--- src/core/pcs_map.svh ---
/*
 Named constants for the range-gate strobe generator: clock periods,
 derived cycle counts and register lengths.
 Assumes a 250 MHz reference clock; included by the package users.
*/
`ifndef PCS_MAP_SVH
`define PCS_MAP_SVH

// ****************************************
// Times in nanoseconds, as specified
// ****************************************
`define PCS_REF_PERIOD_NS 4
`define PCS_BASE_PERIOD_NS 100
`define PCS_SLOW_PERIOD_NS 1000
`define PCS_FAST_PERIOD_NS 500

// ****************************************
// Derived counts
// ****************************************
`define PCS_BASE_CYCLES (`PCS_BASE_PERIOD_NS / `PCS_REF_PERIOD_NS)
`define PCS_SLOW_TICKS (`PCS_SLOW_PERIOD_NS / `PCS_BASE_PERIOD_NS)
`define PCS_SLOW_HALF_TICKS (`PCS_SLOW_TICKS / 2)
`define PCS_QUAD_NS (`PCS_FAST_PERIOD_NS / 2)
`define PCS_QUAD_TICKS (`PCS_QUAD_NS / `PCS_BASE_PERIOD_NS)
`define PCS_QUAD_SUB ((`PCS_QUAD_NS % `PCS_BASE_PERIOD_NS) / `PCS_REF_PERIOD_NS)

// ****************************************
// Widths and lengths
// ****************************************
`define PCS_SUB_W 5
`define PCS_TICK_W 4
`define PCS_CNT_W 4
`define PCS_CNT_MAX 4'hf
`define PCS_DLY_LEN 16
`define PCS_DLY_LAST 15
`define PCS_LONG_LEN 32
`define PCS_LONG_HALF 16
`define PCS_LONG_LAST 31

`endif

--- src/core/pcs_pkg.sv ---
/*
 Types shared by the strobe generator and its clock divider.
 Needs nothing from pcs_map.svh; every width here is fixed.
*/
package pcs_pkg;

    // Derived clock levels and edge pulses, all on the reference clock
    typedef struct packed {
        logic slow_level;
        logic fast_level;
        logic base_tick;
        logic slow_rise;
        logic fast_rise;
        logic fast_fall;
    } pcs_clk_t;

    // One-shot sequencer
    typedef enum logic [2:0] {
        PCS_OS_IDLE = 3'b001,
        PCS_OS_ARMED = 3'b010,
        PCS_OS_FIRE = 3'b100
    } pcs_os_state_t;

endpackage

--- src/core/pcs_strobe_gen.sv ---
/*
 Range-gate strobe generator: measures an incoming pulse, delays it by
 sixteen slow periods and places a 500 ns strobe at the centre of the
 delayed copy.
 Assumes a 250 MHz reference clock, an asynchronous active-low reset
 and an input pulse asynchronous to the reference clock.
*/
// Notes on behaviour
// RL1 - One fixed-width strobe per pulse, centred
// RL2 - Pulses of one to sixteen microseconds
// RL3 - Base clock gives slow and fast quadrature
// RL4 - Sixteen-stage slow delay line for pulse
// RL5 - Thirty-two-stage fast register carries marker
// RL6 - Resynchronised input raises counter run enable
// RL7 - Count per slow edge; stop after fall
// RL8 - Frozen count decoded one-hot into sixteen
// RL9 - End of pulse triggers one-shot
// RL10 - One-shot selects load on fast fall
// RL11 - Marker leaves serially for one period
// RL12 - One-shot clears counter to zero
// RL13 - Serial mode select held permanently high
// RL14 - Four-bit counter saturates, never wraps
`timescale 1ns/1ps
`default_nettype none
`include "pcs_map.svh"

module pcs_strobe_gen (
    // Clock and reset
    input wire logic ref_clk_in,
    input wire logic reset_n_in,
    // Incoming radar pulse, asynchronous
    input wire logic pulse_in,
    // Strobe and delayed pulse
    output logic strobe_out,
    output logic delayed_pulse_out,
    // Observation
    output logic counter_run_enable_out,
    output logic [`PCS_CNT_W-1:0] center_count_out,
    output logic slow_clk_out,
    output logic fast_clk_out
);

    // ****************************************
    // Functions
    // ****************************************
    function automatic logic [`PCS_LONG_HALF-1:0] pcs_decode16(
        input logic [`PCS_CNT_W-1:0] value
    );
        logic [`PCS_LONG_HALF-1:0] lines;
        lines = '0;
        lines[value] = 1'b1;
        return lines;
    endfunction

    // ****************************************
    // Clock derivation
    // ****************************************
    pcs_pkg::pcs_clk_t clocks;

    pcs_clkgen u_clkgen (
        .ref_clk_in(ref_clk_in),
        .reset_n_in(reset_n_in),
        .clocks_out(clocks)
    );

    // ****************************************
    // Input synchroniser
    // ****************************************
    // Two flops before any logic; the first feeds only the second.
    logic in_meta;
    logic in_sync;

    always_ff @(posedge ref_clk_in or negedge reset_n_in) begin
        if (!reset_n_in) begin
            in_meta <= 1'b0;
            in_sync <= 1'b0;
        end else begin
            in_meta <= pulse_in;
            in_sync <= in_meta;
        end
    end

    // ****************************************
    // Measurement counter
    // ****************************************
    logic counter_run_enable;
    logic next_counter_run_enable;
    logic [`PCS_CNT_W-1:0] count;
    logic [`PCS_CNT_W-1:0] next_count;
    logic end_of_pulse;
    logic counter_clear;

    always_comb begin
        next_counter_run_enable = counter_run_enable;
        next_count = count;
        end_of_pulse = 1'b0;
        if (clocks.slow_rise) begin
            // Resample on the slow clock, as the measurement D flop does
            next_counter_run_enable = in_sync; // RL6 RL7
            end_of_pulse = counter_run_enable && !in_sync; // RL9
            // Saturate: longer pulses than the range stay at the top
            if (counter_run_enable && (count != `PCS_CNT_MAX)) begin
                next_count = count + `PCS_CNT_W'(1); // RL7 RL14 RL2
            end
        end
        if (counter_clear) begin
            next_count = '0; // RL12
        end
    end

    always_ff @(posedge ref_clk_in or negedge reset_n_in) begin
        if (!reset_n_in) begin
            counter_run_enable <= 1'b0;
            count <= '0;
        end else begin
            counter_run_enable <= next_counter_run_enable;
            count <= next_count;
        end
    end

    // ****************************************
    // One-shot
    // ****************************************
    // Lasts exactly one fast period, rising edge to rising edge, so it
    // always spans one fast falling edge for the load.
    pcs_pkg::pcs_os_state_t os_state;
    pcs_pkg::pcs_os_state_t next_os_state;
    logic load_select;

    always_comb begin
        next_os_state = os_state;
        counter_clear = 1'b0;
        load_select = (os_state == pcs_pkg::PCS_OS_FIRE); // RL10
        unique case (os_state)
            pcs_pkg::PCS_OS_IDLE: begin
                if (end_of_pulse) begin
                    next_os_state = pcs_pkg::PCS_OS_ARMED; // RL9
                end
            end
            pcs_pkg::PCS_OS_ARMED: begin
                if (clocks.fast_rise) begin
                    next_os_state = pcs_pkg::PCS_OS_FIRE; // RL9
                end
            end
            pcs_pkg::PCS_OS_FIRE: begin
                if (clocks.fast_rise) begin
                    next_os_state = pcs_pkg::PCS_OS_IDLE;
                    counter_clear = 1'b1; // RL12
                end
            end
            default: begin
                next_os_state = pcs_pkg::PCS_OS_IDLE;
            end
        endcase
    end

    always_ff @(posedge ref_clk_in or negedge reset_n_in) begin
        if (!reset_n_in) begin
            os_state <= pcs_pkg::PCS_OS_IDLE;
        end else begin
            os_state <= next_os_state;
        end
    end

    // ****************************************
    // Slow delay line
    // ****************************************
    logic [`PCS_DLY_LEN-1:0] delay_line;
    logic [`PCS_DLY_LEN-1:0] next_delay_line;

    always_comb begin
        next_delay_line = delay_line;
        // Fed from the slow resample, so the copy trails by sixteen full
        // periods and the marker lands on its middle
        if (clocks.slow_rise) begin
            next_delay_line = {delay_line[`PCS_DLY_LEN-2:0], counter_run_enable}; // RL4
        end
    end

    always_ff @(posedge ref_clk_in or negedge reset_n_in) begin
        if (!reset_n_in) begin
            delay_line <= '0;
        end else begin
            delay_line <= next_delay_line;
        end
    end

    // ****************************************
    // Long marker register
    // ****************************************
    // Stage k is loaded with decoded line k and needs 31-k fast periods
    // to reach the output, which lands it mid-way along the delayed copy.
    logic serial_mode_select;
    logic [`PCS_LONG_LEN-1:0] marker;
    logic [`PCS_LONG_LEN-1:0] next_marker;
    logic [`PCS_LONG_HALF-1:0] decoded_center;

    assign serial_mode_select = 1'b1; // RL13

    always_comb begin
        decoded_center = pcs_decode16(count); // RL8
        next_marker = marker;
        if (load_select && clocks.fast_fall) begin
            // Parallel load into the first half only
            next_marker = {marker[`PCS_LONG_LEN-1:`PCS_LONG_HALF],
                decoded_center}; // RL8 RL10
        end else if (serial_mode_select && clocks.fast_rise) begin
            next_marker = {marker[`PCS_LONG_LEN-2:0], 1'b0}; // RL5 RL11
        end
    end

    always_ff @(posedge ref_clk_in or negedge reset_n_in) begin
        if (!reset_n_in) begin
            marker <= '0;
        end else begin
            marker <= next_marker;
        end
    end

    // ****************************************
    // Outputs
    // ****************************************
    // All outputs come straight from flops, so no decode glitches
    // reach the range gate.
    always_comb begin
        strobe_out = marker[`PCS_LONG_LAST]; // RL1 RL11
        delayed_pulse_out = delay_line[`PCS_DLY_LAST]; // RL4
        counter_run_enable_out = counter_run_enable;
        center_count_out = count;
        slow_clk_out = clocks.slow_level;
        fast_clk_out = clocks.fast_level;
    end

endmodule
`default_nettype wire

--- src/core/pcs_clkgen.sv ---
/*
 Derives the 10 MHz base tick, the 1 MHz measurement clock and the
 2 MHz shift clock as edge pulses on the 250 MHz reference clock.
 Assumes one reference clock and an asynchronous active-low reset.
*/
`timescale 1ns/1ps
`default_nettype none
`include "pcs_map.svh"

module pcs_clkgen (
    // Clock and reset
    input wire logic ref_clk_in,
    input wire logic reset_n_in,
    // Derived clocks
    output var pcs_pkg::pcs_clk_t clocks_out
);

    logic [`PCS_SUB_W-1:0] sub;
    logic [`PCS_SUB_W-1:0] next_sub;
    logic [`PCS_TICK_W-1:0] tick;
    logic [`PCS_TICK_W-1:0] next_tick;
    pcs_pkg::pcs_clk_t next_clocks;
    logic base_end;
    logic at_zero;
    logic at_quad;

    // ****************************************
    // Base divider and edge placement
    // ****************************************
    // Slow edges sit on base ticks, fast rises half a fast period later:
    // the two clocks never share a rising edge (quadrature).
    always_comb begin
        base_end = (sub == `PCS_SUB_W'(`PCS_BASE_CYCLES - 1));
        next_sub = base_end ? '0 : sub + `PCS_SUB_W'(1);
        next_tick = tick;
        if (base_end) begin
            next_tick = (tick == `PCS_TICK_W'(`PCS_SLOW_TICKS - 1)) ? '0
                : tick + `PCS_TICK_W'(1);
        end
        at_zero = (sub == '0);
        at_quad = (sub == `PCS_SUB_W'(`PCS_QUAD_SUB));
        next_clocks.base_tick = at_zero; // RL3
        next_clocks.slow_rise = at_zero && (tick == '0);
        next_clocks.fast_fall = at_zero && ((tick == '0)
            || (tick == `PCS_TICK_W'(`PCS_SLOW_HALF_TICKS)));
        next_clocks.fast_rise = at_quad && ((tick == `PCS_TICK_W'(`PCS_QUAD_TICKS))
            || (tick == `PCS_TICK_W'(`PCS_QUAD_TICKS + `PCS_SLOW_HALF_TICKS)));
        next_clocks.slow_level = (tick < `PCS_TICK_W'(`PCS_SLOW_HALF_TICKS));
        next_clocks.fast_level = next_clocks.fast_rise ? 1'b1
            : (next_clocks.fast_fall ? 1'b0 : clocks_out.fast_level);
    end

    always_ff @(posedge ref_clk_in or negedge reset_n_in) begin
        if (!reset_n_in) begin
            sub <= '0;
            tick <= '0;
            clocks_out <= '0;
        end else begin
            sub <= next_sub;
            tick <= next_tick;
            clocks_out <= next_clocks;
        end
    end

endmodule
`default_nettype wire

--- config.mk ---
export PLATFORM = sky130hd
export DESIGN_NAME = pcs_strobe_gen
export DESIGN_NICKNAME = d
export VERILOG_FILES = /design/src/core/pcs_pkg.sv /design/src/core/pcs_strobe_gen.sv /design/src/core/pcs_clkgen.sv
export VERILOG_INCLUDE_DIRS = /design/src /design/src/core
export SDC_FILE = /design/constraint.sdc
export NUM_CORES = 1
export LEC_CHECK = 0
export BUFFER_PORTS_ARGS = -buffer_cell sky130_fd_sc_hd__buf_2
export CORE_UTILIZATION = 58
export CTS_BUF_LIST = sky130_fd_sc_hd__clkbuf_16
export DETAILED_ROUTE_END_ITERATION = 7
export PLACE_DENSITY = 0.75
export SETUP_SLACK_MARGIN = 0.4
export SLEW_MARGIN = 20
export SYNTH_ARGS = -nofsm -noshare
export SYNTH_HDL_FRONTEND = slang
export SYNTH_SLANG_ARGS = --single-unit
export TNS_END_PERCENT = 1
--- constraint.sdc ---
create_clock -name ref_clk_in -period 2.25 [get_ports ref_clk_in]
set_input_delay 0.1125 -clock ref_clk_in [delete_from_list [all_inputs] [get_ports ref_clk_in]]
set_output_delay 0.1125 -clock ref_clk_in [all_outputs]
set_load 0.05 [all_outputs]
==> results_dict.tcl <==
set metrics [dict create \
    status "finished with violations" \
    violations "DRC" \
    synth.area.top_cells "dfrtp_1 56%, mux2_2 8.5%, mux2i_1 5.0%" \
    synth-main-ff-cell "dfrtp_1" \
    cp-end-kind "flip-flop" \
    firstDrtPassIters 7 \
    cts_resized 0 \
    fmax_ghz 0.605 \
    synth_area_sq_um 3180 \
    syn_inst 253 \
    min_period_ps 1650 \
    worst_pin_slew_ps 663 \
    synth_seq_cells 72 \
    track_usage 0.196 \
    cp.arrival_ps 1870 \
    fin_crit_sh 0.734 \
    drc_errors 2 \
    cts_buffers 9 \
    dieArea_sq_um 5790 \
    wirelength_um 4940 \
    hp-start "in_meta$_DFF_PN0_" \
    power_leakage_nw 1.71 \
    drtIter0Drc 71 \
    start_util 0.612 \
    drtAntennaViolNets 0 \
    io_pins 12 \
    cp-start-kind "flip-flop" \
    cts.sink_count 72 \
    holdBufCountCts 2 \
    ys_types 43 \
    die_w_um 76.1 \
    multiInputGateArea_sq_um 1280 \
    rsz0062_at_grt "no" \
    gp_congestion 0.769 \
    design.final.nets 276 \
    cts_setup_buffers 0 \
    cp.required_ps 2470 \
    worstSetupPathType "reg -> reg" \
    n_antenna_cell 0 \
    fill_cells 379 \
    grt_overflow 0 \
    ir_drop_mv 0.565 \
    crit_chain "inv_1, ha_1, nand2b_1, or4_1, o221a_2" \
    drive_above_1_share 0.276 \
    die_y_um 76.1 \
    whs_endpoint "in_sync$_DFF_PN0_" \
    synth_edf_count 0 \
    htreeDepth 3 \
    cp_top_family "simple AND/OR/NAND/NOR gates" \
    avgRoutedWirePerCell_um 14.4 \
    hp-class "reg -> reg" \
    p_per_area_nw_per_um2 798 \
    ys_seq_area_frac 0.566 \
    final_cell_count_no_fill 342 \
    async_reset_ff_frac 1.00 \
    finClkSkew_ps 6.70 \
    slew_headroom 0.558 \
    place_hpwl_um 3170 \
    crit_start "u_clkgen.sub[0]$_DFF_PN0_" \
    cts_tree "yes" \
    slowest_stage "or4_1" \
    final_util 0.702 \
    core_sq_um 5200 \
    critPathBufInv 1 \
    synth_top_cell_area_share 0.558 \
    area_growth_pct 14.8 \
    synth_nets 262 \
    ys_warn_count 0 \
    min_path_cells 0 \
    cp_slowest_stage_delay_ps 450 \
    clkLatencyLatePin_ps 330 \
    hold_viol 0 \
    finalSetupTns_ps 0 \
    grt_pass1_vias 1836 \
    synth_largest_area_cell "dfrtp_1" \
    r2r_start "u_clkgen.sub[0]$_DFF_PN0_" \
    yosysMostFrequentCell "dfrtp_1" \
    ff2ff_setup_slack_ps 600 \
    via_per_inst 5.50 \
    ff2ff_path_depth 5 \
    critical_path.max_fanout 5 \
    std_cell_rows 26 \
    antenna_found_initial 0 \
    synth_common_cells "71 x dfrtp_1, 24 x mux2_2, 23 x o21ai_0" \
    clockBufferDepth 2 \
    power_mw 2.92 \
    drv_slew 0 \
    placed_cells 324 \
    setup_viol_count_final 0 \
    reg2reg_to "u_clkgen.clocks_out[4]$_DFFE_PN0P_" \
    cts-root-buf "clkbuf_16" \
    max-cap-violations 0 \
    syn_avg_cell_area_sq_um 12.6 \
    cts.clk_slew.worst_paths_ps 60 \
    grt_pass1_wl_um 8690 \
    via_count 1880 \
    grt_max_degree 44 \
    regArea_sq_um 1800 \
    port_buffers 11 \
]
-- sequential cells by signal, indices dropped and copies added (netlist names) --
name,cells
center_count_out,4
counter_run_enable_out,1
delay_line,16
in_meta,1
in_sync,1
marker,32
os_state,3
u_clkgen.clocks_out,5
u_clkgen.sub,5
u_clkgen.tick,4
-- routing by layer --
| metal | up-vias | wire length [um] | GRT usage |
|---|---|---|---|
| met4 | 0 | 73 | 0.0808 |
| met2 | 36 | 2280 | 0.286 |
| met5 | - | 0 | 0 |
| li1 | 923 | - | - |
| met3 | 5 | 229 | 0.0754 |
| met1 | 916 | 2350 | 0.264 |
-- power by group --
group	internal, mW	switching, mW
Sequential	1.30	0.00167
Clock	1.07	0.506
Combinational	0.00827	0.0284
-- worst register-to-register path, cell delays in order (launching register included) --
cell	delay [ps]
dfrtp_1	400
inv_1	70
ha_1	230
nand2b_1	100
or4_1	450
o221a_2	290
-- placed cells by master (no fill, tap or decap), types with 2 or more instances in the layout --
master          n
dfrtp_1        71
mux2_2         24
o21ai_0        23
nand3_1        18
mux2i_1        16
buf_2          11
mux2_4         10
nand2_1         9
clkbuf_16       9
inv_1           8
nor2_1          7
ha_1            6
nor2b_1         5
a21oi_1         5
nand2b_1        3
nand4_1         3
bufinv_16       3
buf_4           3
xor2_1          2
or2_2           2
nor3_1          2
a22o_1          2
or3b_2          2
or3_1           2
o31ai_1         2
clkinv_2        2
dlygate4sd3_1   2
-- cells by family after synthesis --
family	after synthesis	share of synthesized area
buffers and inverters	21	0.0307
muxes	50	0.182
adders and majority gates	6	0.0236
AOI/OAI and AO/OA	37	0.0700
DFF	72	0.566
and+or+nand+nor	64	0.119
xor gates and xnor gates	3	0.00826
-- per-stage QoR --
stage | setup WS (ps) | area [sq um] | hold slack, ps
floorplan | 487 | 3180 | -183
global placement | 675 | 3300 | 186
detailed placement | 601 | 3300 | 179
CTS | 601 | 3650 | 348
global route | 511 | 3650 | 358
finish | 598 | 3650 | 348
-- final cells by class --
type | instances | share of cell area
sequential | 72 | 0.493
clock inverter | 7 | 0.0305
inverter | 7 | 0.00719
timing repair buffer | 17 | 0.0322
clock buffer | 9 | 0.0616
multi-input combinational | 160 | 0.351
tap | 70 | 0.0240
-- worst max-delay path by stage --
stage,endpoint,slack (ps),cells past startpoint
after CTS,u_clkgen.clocks_out[4]$_DFFE_PN0P_,600,5
final,u_clkgen.clocks_out[4]$_DFFE_PN0P_,600,5
after global routing,u_clkgen.clocks_out[4]$_DFFE_PN0P_,510,5
after global placement,u_clkgen.clocks_out[4]$_DFFE_PN0P_,670,5
after floorplan,center_count_out[1]$_DFFE_PN0P_,490,4
after detailed placement,u_clkgen.clocks_out[4]$_DFFE_PN0P_,600,5
Note: power is estimated with default switching activity, not from simulation.
